$ cat src/common/ccpc_pkg.sv
// Purpose: constants, field layouts and access ranges of the charge control and pack option block
// Assumes: one 250 MHz core clock; configuration bytes loaded over the register port
// Notes: temperatures are in 0.1 degC, voltages in mV, currents in mA (charge positive)
//
// Functional notes
// - after termination report zero, then maintenance rate (byte x 4 mA) once condition ends
// - below lowest discharge end threshold report precharge rate (byte x 8 mA)
// - between 0 degC and low threshold (nibble x 0.8 degC) report precharge rate
// - charge current above request plus margin (byte x 16 mA) forces zero request
// - suspend charge above 69 degC minus upper nibble x 1.6 degC
// - suspend fast charge once charge past full reaches the overcharge limit; never reached, as the fully charged flag is always clear in fast charge
// - clear fully charged flag when relative charge reaches the clear percentage
// - with coulomb sync, termination loads remaining capacity with a set share of full capacity
// - count one cycle each time the threshold charge has been removed
// - taper termination after voltage high and current low held for 40 seconds
// - option bit 7 picks absolute or relative charge for the LED display
// - bus_access_lock bit locks bus access to the listed command ranges
// - option bit 4 picks fixed or computed discharge end thresholds
// - option bit 3 enables continuous midrange fix, bit 1 a single one after reset
// - option bit 2 picks external thermistor over the internal sensor
// - option bit 0 picks four series cells over three
// - delay bit requires two successive faulty cell readings before the flag sets
// - discharge end source bit picks pack voltage over lowest cell voltage
// - learning stays qualified only if discharge exceeds C/32 or 3C/32 at checkpoints
// - learning disabled below 12 degC or the stored low temperature threshold
// - time and capacity alarm bytes are thresholds for the two alarm commands
// - cell overvoltage 4096 + 32 mV steps, undervoltage 2048 + 64 mV steps
package ccpc_pkg;
  localparam longint unsigned CLK_HZ = 250_000_000;
  localparam longint unsigned TAPER_HOLD_S = 40;
  localparam longint unsigned TAPER_HOLD_CYCLES = TAPER_HOLD_S * CLK_HZ;
  localparam int TAPER_CNT_W = $clog2(TAPER_HOLD_CYCLES + 1);

  // configuration byte offsets (16-bit values: low byte first)
  localparam int CFG_BYTES = 128;
  localparam int OFF_TIME_ALARM = 'h02;
  localparam int OFF_CAP_ALARM = 'h04;
  localparam int OFF_MAINT = 'h1D;
  localparam int OFF_PRECHG = 'h1E;
  localparam int OFF_OVERCHG = 'h2E;
  localparam int OFF_CYCLE_THR = 'h3C;
  localparam int OFF_PACK_OPT = 'h3F;
  localparam int OFF_TEMP_PAIR = 'h45;
  localparam int OFF_OC_MARGIN = 'h49;
  localparam int OFF_CELL_LIM = 'h4A;
  localparam int OFF_TERM_PCT = 'h4B;
  localparam int OFF_FULL_CLR = 'h4C;
  localparam int OFF_TAPER_I = 'h4E;
  localparam int OFF_TAPER_V = 'h4F;
  localparam int OFF_PACK_PROG = 'h63;
  localparam int OFF_LOWEST_DISCHARGE_END_THRESHOLD = 'h72;
  localparam int OFF_EDV2 = 'h78;
  // block state, read only; configuration reset value
  localparam logic [7:0] OFF_STATUS = 8'h80;
  localparam logic [7:0] OFF_CYC_LO = 8'h81;
  localparam logic [7:0] OFF_CYC_HI = 8'h82;
  localparam logic [7:0] CFG_RESET = 8'h00;

  // pack option bits
  localparam int PO_LED_SRC = 7;
  localparam int PO_BUS_ACCESS_LOCK = 6;
  localparam int PO_COULOMB_SYNC_ON_TERMINATION = 5;
  localparam int PO_DISCHARGE_END_COMPENSATION = 4;
  localparam int PO_CONTINUOUS_MIDRANGE_FIX = 3;
  localparam int PO_EXTERNAL_TEMP_SELECT = 2;
  localparam int PO_SINGLE_MIDRANGE_FIX = 1;
  localparam int PO_FOUR = 0;
  // pack programming bits
  localparam int PP_LEARN_TEMP_FAULT_SELECT = 4;
  localparam int PP_LEARN_CURRENT_FLOOR = 3;
  localparam int PP_DISCHARGE_END_SOURCE = 2;
  localparam int PP_PROTECTION_FAULT_DELAY = 0;

  // encodings
  localparam int MAINT_MA_PER_LSB = 4;
  localparam int PRECHG_MA_PER_LSB = 8;
  localparam int MARGIN_MA_PER_LSB = 16;
  localparam int LOWT_DC_PER_LSB = 8;
  localparam int MAXT_BASE_DC = 690;
  localparam int MAXT_DC_PER_LSB = 16;
  localparam int TAPER_QUALIFY_MV_MV_PER_LSB = 2;
  localparam int TAPER_MA_PER_LSB = 1;
  localparam int OV_BASE_MV = 4096;
  localparam int OV_MV_PER_LSB = 32;
  localparam int UV_BASE_MV = 2048;
  localparam int UV_MV_PER_LSB = 64;
  localparam int LEARN_FAULT_DC = 120;
  localparam int LEARN_FLOOR_SHIFT = 5;
  localparam int LEARN_FLOOR_MUL = 3;

  typedef enum logic [2:0] {
    CCPC_FAST = 3'b001,
    CCPC_TERM = 3'b010,
    CCPC_MAINT = 3'b100
  } ccpc_chg_e;

  function automatic logic ccpc_wr_ok(input logic [7:0] a, input logic sealed);
    ccpc_wr_ok = !a[7] && (!sealed || a <= 8'h04 || a == 8'h2F || (a >= 8'h3C && a <= 8'h3F));
  endfunction

  function automatic logic ccpc_rd_ok(input logic [7:0] a, input logic sealed);
    ccpc_rd_ok = ccpc_wr_ok(a, sealed) || (sealed && ((a >= 8'h05 && a <= 8'h1C) || (a >= 8'h20 && a <= 8'h23)));
  endfunction
endpackage

$ cat src/ccpc_hold_timer.sv
// Purpose: one pulse once a condition has held for a set number of cycles
// Assumes: cond from logic on the same clock
// Notes: fires once per unbroken hold; cond must drop before it can fire again
`timescale 1ns/1ps
module ccpc_hold_timer import ccpc_pkg::*; #(
  parameter longint unsigned CYCLES = TAPER_HOLD_CYCLES
) (
  // clock and reset
  input wire logic ref_clk,
  input wire logic rst,
  // condition and result
  input wire logic cond,
  output logic fired
);
  localparam logic [TAPER_CNT_W-1:0] LAST = TAPER_CNT_W'(CYCLES - 1);
  logic [TAPER_CNT_W-1:0] cnt;
  logic held;

  always_ff @(posedge ref_clk or posedge rst) begin
    if (rst) begin
      cnt <= '0;
      held <= 1'b0;
    end else if (!cond) begin
      cnt <= '0;
      held <= 1'b0;
    end else if (!held) begin
      if (cnt == LAST) begin
        held <= 1'b1;
      end else begin
        cnt <= cnt + 1'b1;
      end
    end
  end

  always_ff @(posedge ref_clk or posedge rst) begin
    if (rst) begin
      fired <= 1'b0;
    end else begin
      fired <= cond && !held && cnt == LAST;
    end
  end
endmodule

$ cat src/ccpc_fault_filter.sv
// Purpose: cell under/over voltage flag with optional two-reading confirmation
// Assumes: meas_stb marks each cell measurement, nominally every 2 s
// Notes: flag follows the latest reading, or the latest two when confirmation is on; a good reading clears it
`timescale 1ns/1ps
module ccpc_fault_filter (
  // clock and reset
  input wire logic ref_clk,
  input wire logic rst,
  // measurement
  input wire logic meas_stb,
  input wire logic fault,
  input wire logic two_needed,
  // result
  output logic flag
);
  logic prev_fault;

  always_ff @(posedge ref_clk or posedge rst) begin
    if (rst) begin
      prev_fault <= 1'b0;
      flag <= 1'b0;
    end else if (meas_stb) begin
      prev_fault <= fault;
      flag <= fault && (!two_needed || prev_fault);
    end
  end
endmodule

$ cat src/ccpc_top.sv
// Purpose: charge current selection and pack option decode of a battery gauge
// Assumes: all measurement inputs come from logic on ref_clk
// Notes: configuration image lives in flip-flops and is written over the register port
`timescale 1ns/1ps
module ccpc_top import ccpc_pkg::*; #(
  parameter longint unsigned TAPER_HOLD_CYC = TAPER_HOLD_CYCLES
) (
  // clock and reset
  input wire logic ref_clk,
  input wire logic rst,
  // register port
  input wire logic [7:0] reg_addr,
  input wire logic [7:0] reg_wdata,
  input wire logic reg_wr,
  input wire logic reg_rd,
  output logic [7:0] reg_rdata,
  // measurements
  input wire logic [15:0] pack_mv,
  input wire logic [15:0] lowest_cell_mv,
  input wire logic [15:0] highest_cell_mv,
  input wire logic cell_meas_stb,
  input wire logic signed [15:0] current_ma,
  input wire logic signed [15:0] temp_dc,
  input wire logic [15:0] charging_voltage_mv,
  input wire logic [15:0] fast_current_ma,
  input wire logic [15:0] full_charge_capacity,
  input wire logic [7:0] rsoc_pct,
  input wire logic charge_mah_stb,
  input wire logic discharge_mah_stb,
  input wire logic [15:0] edv_calc0_mv,
  input wire logic [15:0] edv_calc2_mv,
  input wire logic low_battery_reached,
  input wire logic learn_start,
  input wire logic midrange_fix_done,
  input wire logic [15:0] remaining_time_min,
  input wire logic [15:0] remaining_capacity,
  // charge control
  output logic [15:0] charging_current_ma,
  output logic full_charged,
  output logic taper_terminated,
  output logic rm_load,
  output logic [15:0] rm_load_value,
  output logic [15:0] cycle_count,
  // pack options
  output logic led_display_source,
  output logic bus_access_lock,
  output logic discharge_end_compensation,
  output logic midrange_fix_enable,
  output logic external_temp_select,
  output logic four_series_select,
  output logic at_lowest_discharge_end,
  // protection and learning
  output logic cell_undervolt_flag,
  output logic cell_overvolt_flag,
  output logic learn_qualified,
  output logic learn_temp_fault,
  output logic time_alarm,
  output logic capacity_alarm
);
  logic [7:0] cfg_mem [CFG_BYTES];
  ccpc_chg_e cur_state;
  ccpc_chg_e next_state;
  logic [7:0] pack_opt, pack_prog, temp_pair, cell_lim;
  logic [15:0] maint_ma, pre_ma, margin_ma, lowest_discharge_end_threshold, edv2, end_v, ov_mv, uv_mv;
  logic [15:0] overchg_mag, cycle_mag, overchg_acc, removed_acc;
  logic signed [15:0] max_temp_dc, low_temp_dc, learn_temp_dc;
  logic signed [17:0] discharge_ma, learn_floor, taper_v_min;
  logic charging, below_lowest_discharge_end_threshold, at_edv2, low_temp, over_temp, oc_hit, oc_susp;
  logic zero_req, pre_req, taper_cond, taper_done, overchg_hit, term_evt, clear_hit;
  logic cyc_hit, one_time_done, wr_take, taper_seen;
  logic [7:0] next_rdata;
  logic [1:0] cell_fault, cell_flag;

  function automatic logic [15:0] cfg16(input int off);
    cfg16 = {cfg_mem[off + 1], cfg_mem[off]};
  endfunction

  // configuration image
  assign wr_take = reg_wr && ccpc_wr_ok(reg_addr, bus_access_lock);
  for (genvar gi = 0; gi < CFG_BYTES; gi++) begin : g_cfg
    always_ff @(posedge ref_clk or posedge rst) begin
      if (rst) begin
        cfg_mem[gi] <= CFG_RESET;
      end else if (wr_take && reg_addr[6:0] == 7'(gi)) begin
        cfg_mem[gi] <= reg_wdata;
      end
    end
  end

  assign pack_opt = cfg_mem[OFF_PACK_OPT];
  assign pack_prog = cfg_mem[OFF_PACK_PROG];
  assign temp_pair = cfg_mem[OFF_TEMP_PAIR];
  assign cell_lim = cfg_mem[OFF_CELL_LIM];

  // lock sets on any accepted pack option write with the bus_access_lock bit set and stays until the next reset
  always_ff @(posedge ref_clk or posedge rst) begin
    if (rst) begin
      bus_access_lock <= 1'b0;
    end else if (wr_take && reg_addr == 8'(OFF_PACK_OPT) && reg_wdata[PO_BUS_ACCESS_LOCK]) begin
      bus_access_lock <= 1'b1;
    end
  end

  // register read, data valid only in the cycle after the strobe
  always_comb begin
    next_rdata = 8'h00;
    if (!reg_addr[7]) begin
      if (ccpc_rd_ok(reg_addr, bus_access_lock)) begin
        next_rdata = cfg_mem[reg_addr[6:0]];
      end
    end else if (reg_addr == OFF_STATUS) begin
      next_rdata = {1'b0, learn_qualified, cell_overvolt_flag, cell_undervolt_flag,
                    bus_access_lock, oc_susp, taper_terminated, full_charged};
    end else if (reg_addr == OFF_CYC_LO) begin
      next_rdata = cycle_count[7:0];
    end else if (reg_addr == OFF_CYC_HI) begin
      next_rdata = cycle_count[15:8];
    end
  end

  always_ff @(posedge ref_clk or posedge rst) begin
    if (rst) begin
      reg_rdata <= 8'h00;
    end else begin
      reg_rdata <= reg_rd ? next_rdata : 8'h00;
    end
  end

  // decoded thresholds
  assign maint_ma = 16'(MAINT_MA_PER_LSB * cfg_mem[OFF_MAINT]);
  assign pre_ma = 16'(PRECHG_MA_PER_LSB * cfg_mem[OFF_PRECHG]);
  assign margin_ma = 16'(MARGIN_MA_PER_LSB * cfg_mem[OFF_OC_MARGIN]);
  assign low_temp_dc = 16'(LOWT_DC_PER_LSB * temp_pair[3:0]);
  assign max_temp_dc = 16'(MAXT_BASE_DC - MAXT_DC_PER_LSB * temp_pair[7:4]);
  assign ov_mv = 16'(OV_BASE_MV + OV_MV_PER_LSB * cell_lim[3:0]);
  assign uv_mv = 16'(UV_BASE_MV + UV_MV_PER_LSB * cell_lim[7:4]);
  // limits are stored negated
  assign overchg_mag = 16'(-cfg16(OFF_OVERCHG));
  assign cycle_mag = 16'(-cfg16(OFF_CYCLE_THR));
  assign lowest_discharge_end_threshold = pack_opt[PO_DISCHARGE_END_COMPENSATION] ? edv_calc0_mv : cfg16(OFF_LOWEST_DISCHARGE_END_THRESHOLD);
  assign edv2 = pack_opt[PO_DISCHARGE_END_COMPENSATION] ? edv_calc2_mv : cfg16(OFF_EDV2);
  assign end_v = pack_prog[PP_DISCHARGE_END_SOURCE] ? pack_mv : lowest_cell_mv;

  // charge conditions
  assign charging = current_ma > 16'sh0000;
  assign below_lowest_discharge_end_threshold = end_v < lowest_discharge_end_threshold;
  assign at_edv2 = end_v < edv2;
  assign low_temp = temp_dc >= 16'sh0000 && temp_dc < low_temp_dc;
  assign over_temp = temp_dc > max_temp_dc;
  assign oc_hit = charging && 18'(current_ma) > $signed({2'b00, charging_current_ma} + {2'b00, margin_ma});
  assign taper_v_min = $signed({2'b00, charging_voltage_mv}) - 18'(TAPER_QUALIFY_MV_MV_PER_LSB * cfg_mem[OFF_TAPER_V]);
  // judged without the state so that TERM holds zero until the taper condition really ends
  assign taper_seen = charging && $signed({2'b00, pack_mv}) > taper_v_min &&
                      18'(current_ma) < 18'(TAPER_MA_PER_LSB * cfg_mem[OFF_TAPER_I]);
  assign taper_cond = cur_state == CCPC_FAST && taper_seen;
  assign overchg_hit = cur_state == CCPC_FAST && full_charged && overchg_acc >= overchg_mag;
  assign term_evt = cur_state == CCPC_FAST && (taper_done || overchg_hit);
  assign zero_req = cur_state == CCPC_TERM || oc_susp || over_temp;
  assign pre_req = below_lowest_discharge_end_threshold || low_temp;
  assign clear_hit = $signed({1'b0, rsoc_pct}) <= -$signed({cfg_mem[OFF_FULL_CLR][7], cfg_mem[OFF_FULL_CLR]});

  ccpc_hold_timer #(
    .CYCLES(TAPER_HOLD_CYC)
  ) u_taper (
    .ref_clk(ref_clk),
    .rst(rst),
    .cond(taper_cond),
    .fired(taper_done)
  );

  // charge state
  always_comb begin
    next_state = cur_state;
    unique case (cur_state)
      CCPC_FAST: if (term_evt) next_state = CCPC_TERM;
      CCPC_TERM: if (!taper_seen && !overchg_hit) next_state = CCPC_MAINT;
      CCPC_MAINT: if (!full_charged) next_state = CCPC_FAST;
      default: next_state = CCPC_FAST;
    endcase
  end

  always_ff @(posedge ref_clk or posedge rst) begin
    if (rst) begin
      cur_state <= CCPC_FAST;
    end else begin
      cur_state <= next_state;
    end
  end

  always_ff @(posedge ref_clk or posedge rst) begin
    if (rst) begin
      charging_current_ma <= 16'h0000;
    end else if (zero_req) begin
      charging_current_ma <= 16'h0000;
    end else if (pre_req) begin
      charging_current_ma <= pre_ma;
    end else if (cur_state == CCPC_MAINT) begin
      charging_current_ma <= maint_ma;
    end else begin
      charging_current_ma <= fast_current_ma;
    end
  end

  // overcurrent suspension holds until charging stops
  always_ff @(posedge ref_clk or posedge rst) begin
    if (rst) begin
      oc_susp <= 1'b0;
    end else if (oc_hit) begin
      oc_susp <= 1'b1;
    end else if (!charging) begin
      oc_susp <= 1'b0;
    end
  end

  // charge accepted past full
  always_ff @(posedge ref_clk or posedge rst) begin
    if (rst) begin
      overchg_acc <= 16'h0000;
    end else if (cur_state != CCPC_FAST || !full_charged) begin
      overchg_acc <= 16'h0000;
    end else if (charge_mah_stb && overchg_acc != 16'hFFFF) begin
      overchg_acc <= overchg_acc + 16'h0001;
    end
  end

  always_ff @(posedge ref_clk or posedge rst) begin
    if (rst) begin
      full_charged <= 1'b0;
      taper_terminated <= 1'b0;
    end else begin
      if (term_evt) begin
        full_charged <= 1'b1;
      end else if (clear_hit) begin
        full_charged <= 1'b0;
      end
      if (taper_done) begin
        taper_terminated <= 1'b1;
      end else if (cur_state == CCPC_MAINT && !full_charged) begin
        taper_terminated <= 1'b0;
      end
    end
  end

  always_ff @(posedge ref_clk or posedge rst) begin
    if (rst) begin
      rm_load <= 1'b0;
      rm_load_value <= 16'h0000;
    end else begin
      rm_load <= term_evt && pack_opt[PO_COULOMB_SYNC_ON_TERMINATION];
      if (term_evt && pack_opt[PO_COULOMB_SYNC_ON_TERMINATION]) begin
        rm_load_value <= 16'((25'(full_charge_capacity) * (25'(cfg_mem[OFF_TERM_PCT]) + 25'h1)) >> 8);
      end
    end
  end

  // cycle counting on removed charge
  assign cyc_hit = discharge_mah_stb && removed_acc + 16'h0001 >= cycle_mag;
  always_ff @(posedge ref_clk or posedge rst) begin
    if (rst) begin
      removed_acc <= 16'h0000;
      cycle_count <= 16'h0000;
    end else if (cyc_hit) begin
      removed_acc <= 16'h0000;
      cycle_count <= cycle_count + 16'h0001;
    end else if (discharge_mah_stb) begin
      removed_acc <= removed_acc + 16'h0001;
    end
  end

  // option decode
  always_ff @(posedge ref_clk or posedge rst) begin
    if (rst) begin
      led_display_source <= 1'b0;
      discharge_end_compensation <= 1'b0;
      external_temp_select <= 1'b0;
      four_series_select <= 1'b0;
      at_lowest_discharge_end <= 1'b0;
      midrange_fix_enable <= 1'b0;
      one_time_done <= 1'b0;
    end else begin
      led_display_source <= pack_opt[PO_LED_SRC];
      discharge_end_compensation <= pack_opt[PO_DISCHARGE_END_COMPENSATION];
      external_temp_select <= pack_opt[PO_EXTERNAL_TEMP_SELECT];
      four_series_select <= pack_opt[PO_FOUR];
      at_lowest_discharge_end <= below_lowest_discharge_end_threshold;
      one_time_done <= one_time_done || midrange_fix_done;
      midrange_fix_enable <= pack_opt[PO_CONTINUOUS_MIDRANGE_FIX] || (pack_opt[PO_SINGLE_MIDRANGE_FIX] && !one_time_done && !midrange_fix_done);
    end
  end

  // cell protection
  assign cell_fault = {highest_cell_mv > ov_mv, lowest_cell_mv < uv_mv};
  for (genvar gf = 0; gf < 2; gf++) begin : g_cell
    ccpc_fault_filter u_filt (
      .ref_clk(ref_clk),
      .rst(rst),
      .meas_stb(cell_meas_stb),
      .fault(cell_fault[gf]),
      .two_needed(pack_prog[PP_PROTECTION_FAULT_DELAY]),
      .flag(cell_flag[gf])
    );
  end
  assign cell_undervolt_flag = cell_flag[0];
  assign cell_overvolt_flag = cell_flag[1];

  // learning qualification
  assign discharge_ma = -18'(current_ma);
  assign learn_floor = pack_prog[PP_LEARN_CURRENT_FLOOR] ? 18'(full_charge_capacity >> LEARN_FLOOR_SHIFT) :
                       18'((LEARN_FLOOR_MUL * full_charge_capacity) >> LEARN_FLOOR_SHIFT);
  assign learn_temp_dc = pack_prog[PP_LEARN_TEMP_FAULT_SELECT] ? low_temp_dc : 16'(LEARN_FAULT_DC);
  always_ff @(posedge ref_clk or posedge rst) begin
    if (rst) begin
      learn_qualified <= 1'b0;
      learn_temp_fault <= 1'b0;
    end else begin
      learn_temp_fault <= temp_dc < learn_temp_dc;
      if (learn_start) begin
        learn_qualified <= 1'b1;
      end else if (temp_dc < learn_temp_dc ||
                   ((low_battery_reached || at_edv2) && discharge_ma <= learn_floor)) begin
        learn_qualified <= 1'b0;
      end
    end
  end

  always_ff @(posedge ref_clk or posedge rst) begin
    if (rst) begin
      time_alarm <= 1'b0;
      capacity_alarm <= 1'b0;
    end else begin
      time_alarm <= remaining_time_min < cfg16(OFF_TIME_ALARM);
      capacity_alarm <= remaining_capacity < cfg16(OFF_CAP_ALARM);
    end
  end
endmodule

$ cat config.mk
export PLATFORM = sky130hd
export DESIGN_NAME = ccpc_top
export DESIGN_NICKNAME = d
export VERILOG_FILES = /design/src/common/ccpc_pkg.sv /design/src/ccpc_hold_timer.sv /design/src/ccpc_fault_filter.sv /design/src/ccpc_top.sv
export SDC_FILE = /design/constraint.sdc
export NUM_CORES = 2
export LEC_CHECK = 0
export BUFFER_PORTS_ARGS = -buffer_cell sky130_fd_sc_hd__buf_2
export CORE_ASPECT_RATIO = 0.8
export CORE_UTILIZATION = 55
export CTS_BUF_LIST = sky130_fd_sc_hd__clkbuf_4
export DETAILED_ROUTE_END_ITERATION = 12
export GPL_TIMING_DRIVEN = 0
export MAX_ROUTING_LAYER = met4
export PLACE_DENSITY_LB_ADDON = 0.1
export SYNTH_ARGS = -nofsm -noshare
export SYNTH_HDL_FRONTEND = slang
export SYNTH_HIERARCHICAL = 1
export SYNTH_SLANG_ARGS = --single-unit
$ cat constraint.sdc
create_clock -name ref_clk -period 50.6 [get_ports ref_clk]
set_input_delay 10.12 -clock ref_clk [delete_from_list [all_inputs] [get_ports ref_clk]]
set_output_delay 10.12 -clock ref_clk [all_outputs]
set_load 0.01 [all_outputs]
==> impl_results.html <==
<table>
<tr><th>Metric</th><th>Value</th></tr>
<tr><th colspan="2">Status</th></tr>
<tr><td>Run status</td><td>finished with violations</td></tr>
<tr><td>Failing checks</td><td>max-capacitance violations, max-slew violations</td></tr>
<tr><th colspan="2">Critical path</th></tr>
<tr><td>Peak fanout along the critical path</td><td>10</td></tr>
<tr><td>Kind of end point of the critical path</td><td>flop</td></tr>
<tr><td>Maximum cell stage delay along the critical path</td><td>between 0.5 and 0.6 ns</td></tr>
<tr><td>Path type of the worst setup path</td><td>input pin to flop</td></tr>
<tr><td>Critical Path AT</td><td>between 15 and 20 ns</td></tr>
<tr><td>Startpoint of the worst setup timing path</td><td>full_charge_capacity[5]</td></tr>
<tr><td>Kind of cell with the highest combined delay on the critical path</td><td>adder cells</td></tr>
<tr><td>Sum of buffers and inverters on the critical path</td><td>5</td></tr>
<tr><td>Crit path launch type</td><td>input pin</td></tr>
<tr><td>CP dominant cell by count</td><td>sky130_fd_sc_hd__fa_1</td></tr>
<tr><td>Worst-path cell with the longest stage delay</td><td>sky130_fd_sc_hd__a31oi_1</td></tr>
<tr><td>CP required</td><td>approximately 52 ns</td></tr>
<tr><td>Crit path cell chain</td><td>buf_2 &gt; clkbuf_1 &gt; nand2_1 &gt; fa_1 &gt; inv_1 &gt; fa_1 &gt; inv_1 &gt; fa_1 &gt; inv_1 &gt; fa_1 &gt; ha_1 &gt; or4_1 &gt; a31o_2 &gt; a31oi_1 &gt; a211oi_1 &gt; nor3_1 &gt; o31ai_1 &gt; xnor2_1 &gt; mux2_2</td></tr>
<tr><td>Startpoint of the worst register-to-register path</td><td>cfg_mem[416]$_DFFE_PP0P_</td></tr>
<tr><th colspan="2">Die</th></tr>
<tr><td>Initial Util</td><td>a little under three fifths</td></tr>
<tr><td>Io pins</td><td>between 200 and 300</td></tr>
<tr><td>Number of cell rows</td><td>about 110</td></tr>
<tr><td>Die Y-Extent</td><td>between 300 and 400 µm</td></tr>
<tr><td>Area of the placeable core</td><td>around 120000 µm²</td></tr>
<tr><td>DIE AREA</td><td>roughly 120000 µm²</td></tr>
<tr><td>X dimension of the die</td><td>between 300 and 400 µm</td></tr>
<tr><th colspan="2">Drt</th></tr>
<tr><td>Initial DRC Count</td><td>slightly below 4000</td></tr>
<tr><td>Number of nets with antenna violations after routing</td><td>0</td></tr>
<tr><td>Vias/cell</td><td>~6.3</td></tr>
<tr><td>First-pass DRT Iterations</td><td>5</td></tr>
<tr><td>Final wirelength</td><td>about 220000 µm</td></tr>
<tr><td>Average detailed-routed wire length per instance</td><td>approximately 30 µm</td></tr>
<tr><td>DRC violations left</td><td>0</td></tr>
<tr><td>Vias</td><td>between 40000 and 50000</td></tr>
<tr><th colspan="2">Yosys</th></tr>
<tr><td>Synthesized net count</td><td>5486</td></tr>
<tr><td>Yosys warning total</td><td>6</td></tr>
<tr><td>Distinct cell type count of the synthesized netlist</td><td>just over 80</td></tr>
<tr><td>Post-synthesis cell area</td><td>between 60000 and 70000 µm²</td></tr>
<tr><td>Ranking of synthesized cells by area</td><td>sky130_fd_sc_hd__dfrtp_1 45%, sky130_fd_sc_hd__mux2_2 18%, sky130_fd_sc_hd__mux4_2 11%, sky130_fd_sc_hd__ha_1 4.9%, sky130_fd_sc_hd__fa_1 3.0%</td></tr>
<tr><td>Yosys top cell by area</td><td>sky130_fd_sc_hd__dfrtp_1</td></tr>
<tr><td>Cell types with the highest counts after synthesis</td><td>1170 x sky130_fd_sc_hd__dfrtp_1, 1056 x sky130_fd_sc_hd__mux2_2, 312 x sky130_fd_sc_hd__mux4_2</td></tr>
<tr><td>Most common cell in the synthesized netlist</td><td>sky130_fd_sc_hd__dfrtp_1</td></tr>
<tr><td>Number of instances in the synthesized netlist</td><td>just under 5000</td></tr>
<tr><td>Avg Synthesized Cell Area</td><td>approximately 13 µm²</td></tr>
<tr><td>Share of async-settable or async-resettable flops after synthesis</td><td>100%</td></tr>
<tr><td>Sequential cell area fraction in the yosys report</td><td>45.1%</td></tr>
<tr><td>Primary flip-flop cell chosen by synthesis mapping</td><td>sky130_fd_sc_hd__dfrtp_1</td></tr>
<tr><td>EDFF count, synth</td><td>0</td></tr>
<tr><td>Yosys reg bits</td><td>approximately 1200</td></tr>
<tr><td>Area share of the largest cell type after synthesis</td><td>~45%</td></tr>
<tr><th colspan="2">Clock network</th></tr>
<tr><td>Clock buffer depth</td><td>4</td></tr>
<tr><td>Clock tree from TritonCTS</td><td>yes</td></tr>
<tr><td>Number of sinks on the clock net</td><td>1171</td></tr>
<tr><td>Cell at the root of the clock tree</td><td>sky130_fd_sc_hd__clkbuf_4</td></tr>
<tr><td>Number of clock buffers inserted by TritonCTS</td><td>about 320</td></tr>
<tr><td>Clock latency on the worst-skew pair</td><td>roughly 1.3 ns</td></tr>
<tr><td>Cts repair resizes</td><td>0</td></tr>
<tr><td>Clock-pin slew on the worst setup and hold paths</td><td>0.05 ns</td></tr>
<tr><td>Cts-stage hold buffer count</td><td>0</td></tr>
<tr><td>Maximum level of the CTS H-tree</td><td>5</td></tr>
<tr><td># Post-CTS Setup Buffers</td><td>0</td></tr>
<tr><th colspan="2">STA</th></tr>
<tr><td>Slew at the pin closest to its max-slew limit</td><td>1.56 ns</td></tr>
<tr><td>Post-Route Setup TNS</td><td>0 ns</td></tr>
<tr><td>Final critical path time including I/O delays and setup</td><td>~15 ns</td></tr>
<tr><td>Worst-case setup margin in the final layout</td><td>between 30 and 40 ns</td></tr>
<tr><td>Maximum achievable frequency</td><td>a little under 0.07 GHz</td></tr>
<tr><td>Normalized max-slew margin</td><td>-4.24%</td></tr>
<tr><td>Hold Vio Cnt, Final</td><td>0</td></tr>
<tr><td>RSZ-0062 raised after global routing</td><td>false</td></tr>
<tr><td>Worst-case clock skew</td><td>slightly below 0.08 ns</td></tr>
<tr><td>Number of setup violations in the final report</td><td>0</td></tr>
<tr><td>Final Max Slew Viols</td><td>22</td></tr>
<tr><td>Part of the cycle the worst path needs</td><td>between 20% and 30%</td></tr>
<tr><th colspan="2">Final layout</th></tr>
<tr><td>Number of standard cells in the final layout excluding fillers</td><td>between 7000 and 8000</td></tr>
<tr><td>Final net count</td><td>6102</td></tr>
<tr><td>Fraction of final layout cells with drive strength greater than 1</td><td>about two fifths</td></tr>
<tr><td>Area Growth Syn to Fin</td><td>11.3%</td></tr>
<tr><td>Filler Cells Inserted</td><td>9339</td></tr>
<tr><th colspan="2">Placed design</th></tr>
<tr><td>Routability Congestion</td><td>0.969</td></tr>
<tr><td>Worst setup timing slack at the placement stage</td><td>approximately 35 ns</td></tr>
<tr><td>Port buffer count</td><td>approximately 290</td></tr>
<tr><td>Placed wire-length estimate after detailed placement</td><td>~160000 µm</td></tr>
<tr><td>Placed cell count</td><td>slightly below 7000</td></tr>
<tr><th colspan="2">Global route</th></tr>
<tr><td>Total congestion overflow</td><td>0</td></tr>
<tr><td>Total routing resource utilization after global routing</td><td>between 30% and 40%</td></tr>
<tr><td>Vias in the first global route</td><td>about 45000</td></tr>
<tr><td>First-pass GRT wire length</td><td>313000 µm</td></tr>
<tr><td>Maximum number of pins on one net before global-route repair</td><td>132</td></tr>
<tr><td>Antenna violations before repair</td><td>17</td></tr>
<tr><th colspan="2">Power and ir drop</th></tr>
<tr><td>Maximum vdd drop</td><td>0.0183 mV</td></tr>
<tr><td>Tot Pwr</td><td>roughly 2.2 mW</td></tr>
<tr><td>Power per unit of standard cell area</td><td>about 30 nW/µm²</td></tr>
<tr><td>Leakage</td><td>approximately 34 nW</td></tr>
<tr><th colspan="2">Worst hold path</th></tr>
<tr><td>Hold_sp</td><td>pack_opt[2]$_DFFE_PP0P_</td></tr>
<tr><td>Kind of path behind the tightest hold check</td><td>flop to flop</td></tr>
<tr><th colspan="2">Job</th></tr>
<tr><td>Max-cap violation count</td><td>2</td></tr>
</table>
-- power breakdown --
group          switching [mW]  total (mW)  internal, mW
clock network           0.409       0.820         0.411
logic                   0.196       0.338         0.142
registers              0.0369        1.02         0.982
total                   0.642        2.18          1.53
-- layout by cell type (no fill, tap or decap), types with 52 or more instances in the layout --
master / instances
sky130_fd_sc_hd__nand2b_1: 61
sky130_fd_sc_hd__inv_1: 248
sky130_fd_sc_hd__ha_1: 253
sky130_fd_sc_hd__clkbuf_4: 443
sky130_fd_sc_hd__dfrtp_1: 1170
sky130_fd_sc_hd__nor2_2: 123
sky130_fd_sc_hd__clkbuf_1: 163
sky130_fd_sc_hd__xnor2_1: 85
sky130_fd_sc_hd__nand3_1: 65
sky130_fd_sc_hd__nor2_1: 126
sky130_fd_sc_hd__a21oi_1: 96
sky130_fd_sc_hd__mux2_2: 1056
sky130_fd_sc_hd__nand2_1: 134
sky130_fd_sc_hd__clkinv_1: 54
sky130_fd_sc_hd__mux4_2: 312
sky130_fd_sc_hd__a21o_1: 52
sky130_fd_sc_hd__fa_1: 99
sky130_fd_sc_hd__mux2i_1: 69
sky130_fd_sc_hd__nor2b_1: 104
sky130_fd_sc_hd__buf_2: 335
sky130_fd_sc_hd__o21ai_0: 72
sky130_fd_sc_hd__xor2_1: 65
-- stage by stage --
stage	area, µm²	util [%]	hold slack, ns
after detailed placement	68600	58.7	0.384
after floorplan	65000	-	0.352
after global placement	68400	58.5	0.392
after global routing	72300	61.9	0.417
after CTS	72300	61.9	0.397
final	72400	61.9	0.399
-- registers in the layout, summed over array words and instances (netlist names), 2 cells and up --
| signal | flops |
|---|---|
| reg_rdata | 8 |
| pack_opt | 8 |
| pack_prog | 8 |
| rm_load_value | 16 |
| cycle_count | 16 |
| g_cell.u_filt/prev_fault | 2 |
| cell_lim | 8 |
| overchg_acc | 16 |
| charging_current_ma | 16 |
| g_cell.u_filt/flag | 2 |
| removed_acc | 16 |
| cfg_mem | 992 |
| cur_state | 3 |
| temp_pair | 8 |
| u_taper/cnt | 34 |
-- metal layers --
| metal | up-vias | global-route usage [%] | routed length, µm |
|---|---|---|---|
| met2 | 2165 | 52.1 | 92800 |
| met4 | 0 | 13.6 | 7470 |
| met1 | 23905 | 52.6 | 92500 |
| met3 | 450 | 11.5 | 22500 |
| met5 | - | - | 0 |
| li1 | 19276 | - | - |
-- logic make-up (layout without fill, tap and decap cells) --
| kind of cell | count (synthesis) | in the layout | synth area share (%) |
|---|---|---|---|
| xor+xnor | 150 | 150 | 2.02 |
| buf+inv | 515 | 1323 | 3.18 |
| other cells | 0 | 26 | 0 |
| mux | 1439 | 1439 | 30.2 |
| simple gates | 891 | 891 | 7.73 |
| compound gates | 390 | 390 | 3.87 |
| flops | 1171 | 1171 | 45.1 |
| fa+ha+maj | 352 | 352 | 7.92 |
-- area by class of cell --
cell class | count | area (µm²) | share of cell area (%)
Buffer | 265 | 1140 | 1.58
Tap cell | 1539 | 1930 | 2.66
Inverter | 250 | 946 | 1.31
Clock buffer | 443 | 3330 | 4.60
Multi-Input combinational cell | 3222 | 33600 | 46.5
Sequential cell | 1171 | 29300 | 40.5
Clock inverter | 69 | 328 | 0.453
Timing Repair Buffer | 296 | 1680 | 2.33
Antenna cell | 26 | 65.1 | 0.0899
-- final timing paths --
kind | cells after the start | slack, ns | endpoint
worst max-delay path | 19 | 36.07 | rm_load_value[15]$_DFFE_PP0P_
worst min-delay path | 0 | 0.40 | external_temp_select$_DFF_PP0_
worst max register to register | 21 | 43.15 | rm_load_value[15]$_DFFE_PP0P_
worst min register to register | 0 | 0.40 | external_temp_select$_DFF_PP0_
max in group asynchronous | 6 | 39.01 | cfg_mem[124]$_DFFE_PP0P_
min in group asynchronous | 2 | 8.80 | g_cell[0].u_filt/flag$_DFFE_PP0P_
(Power assumes the default switching activity.)
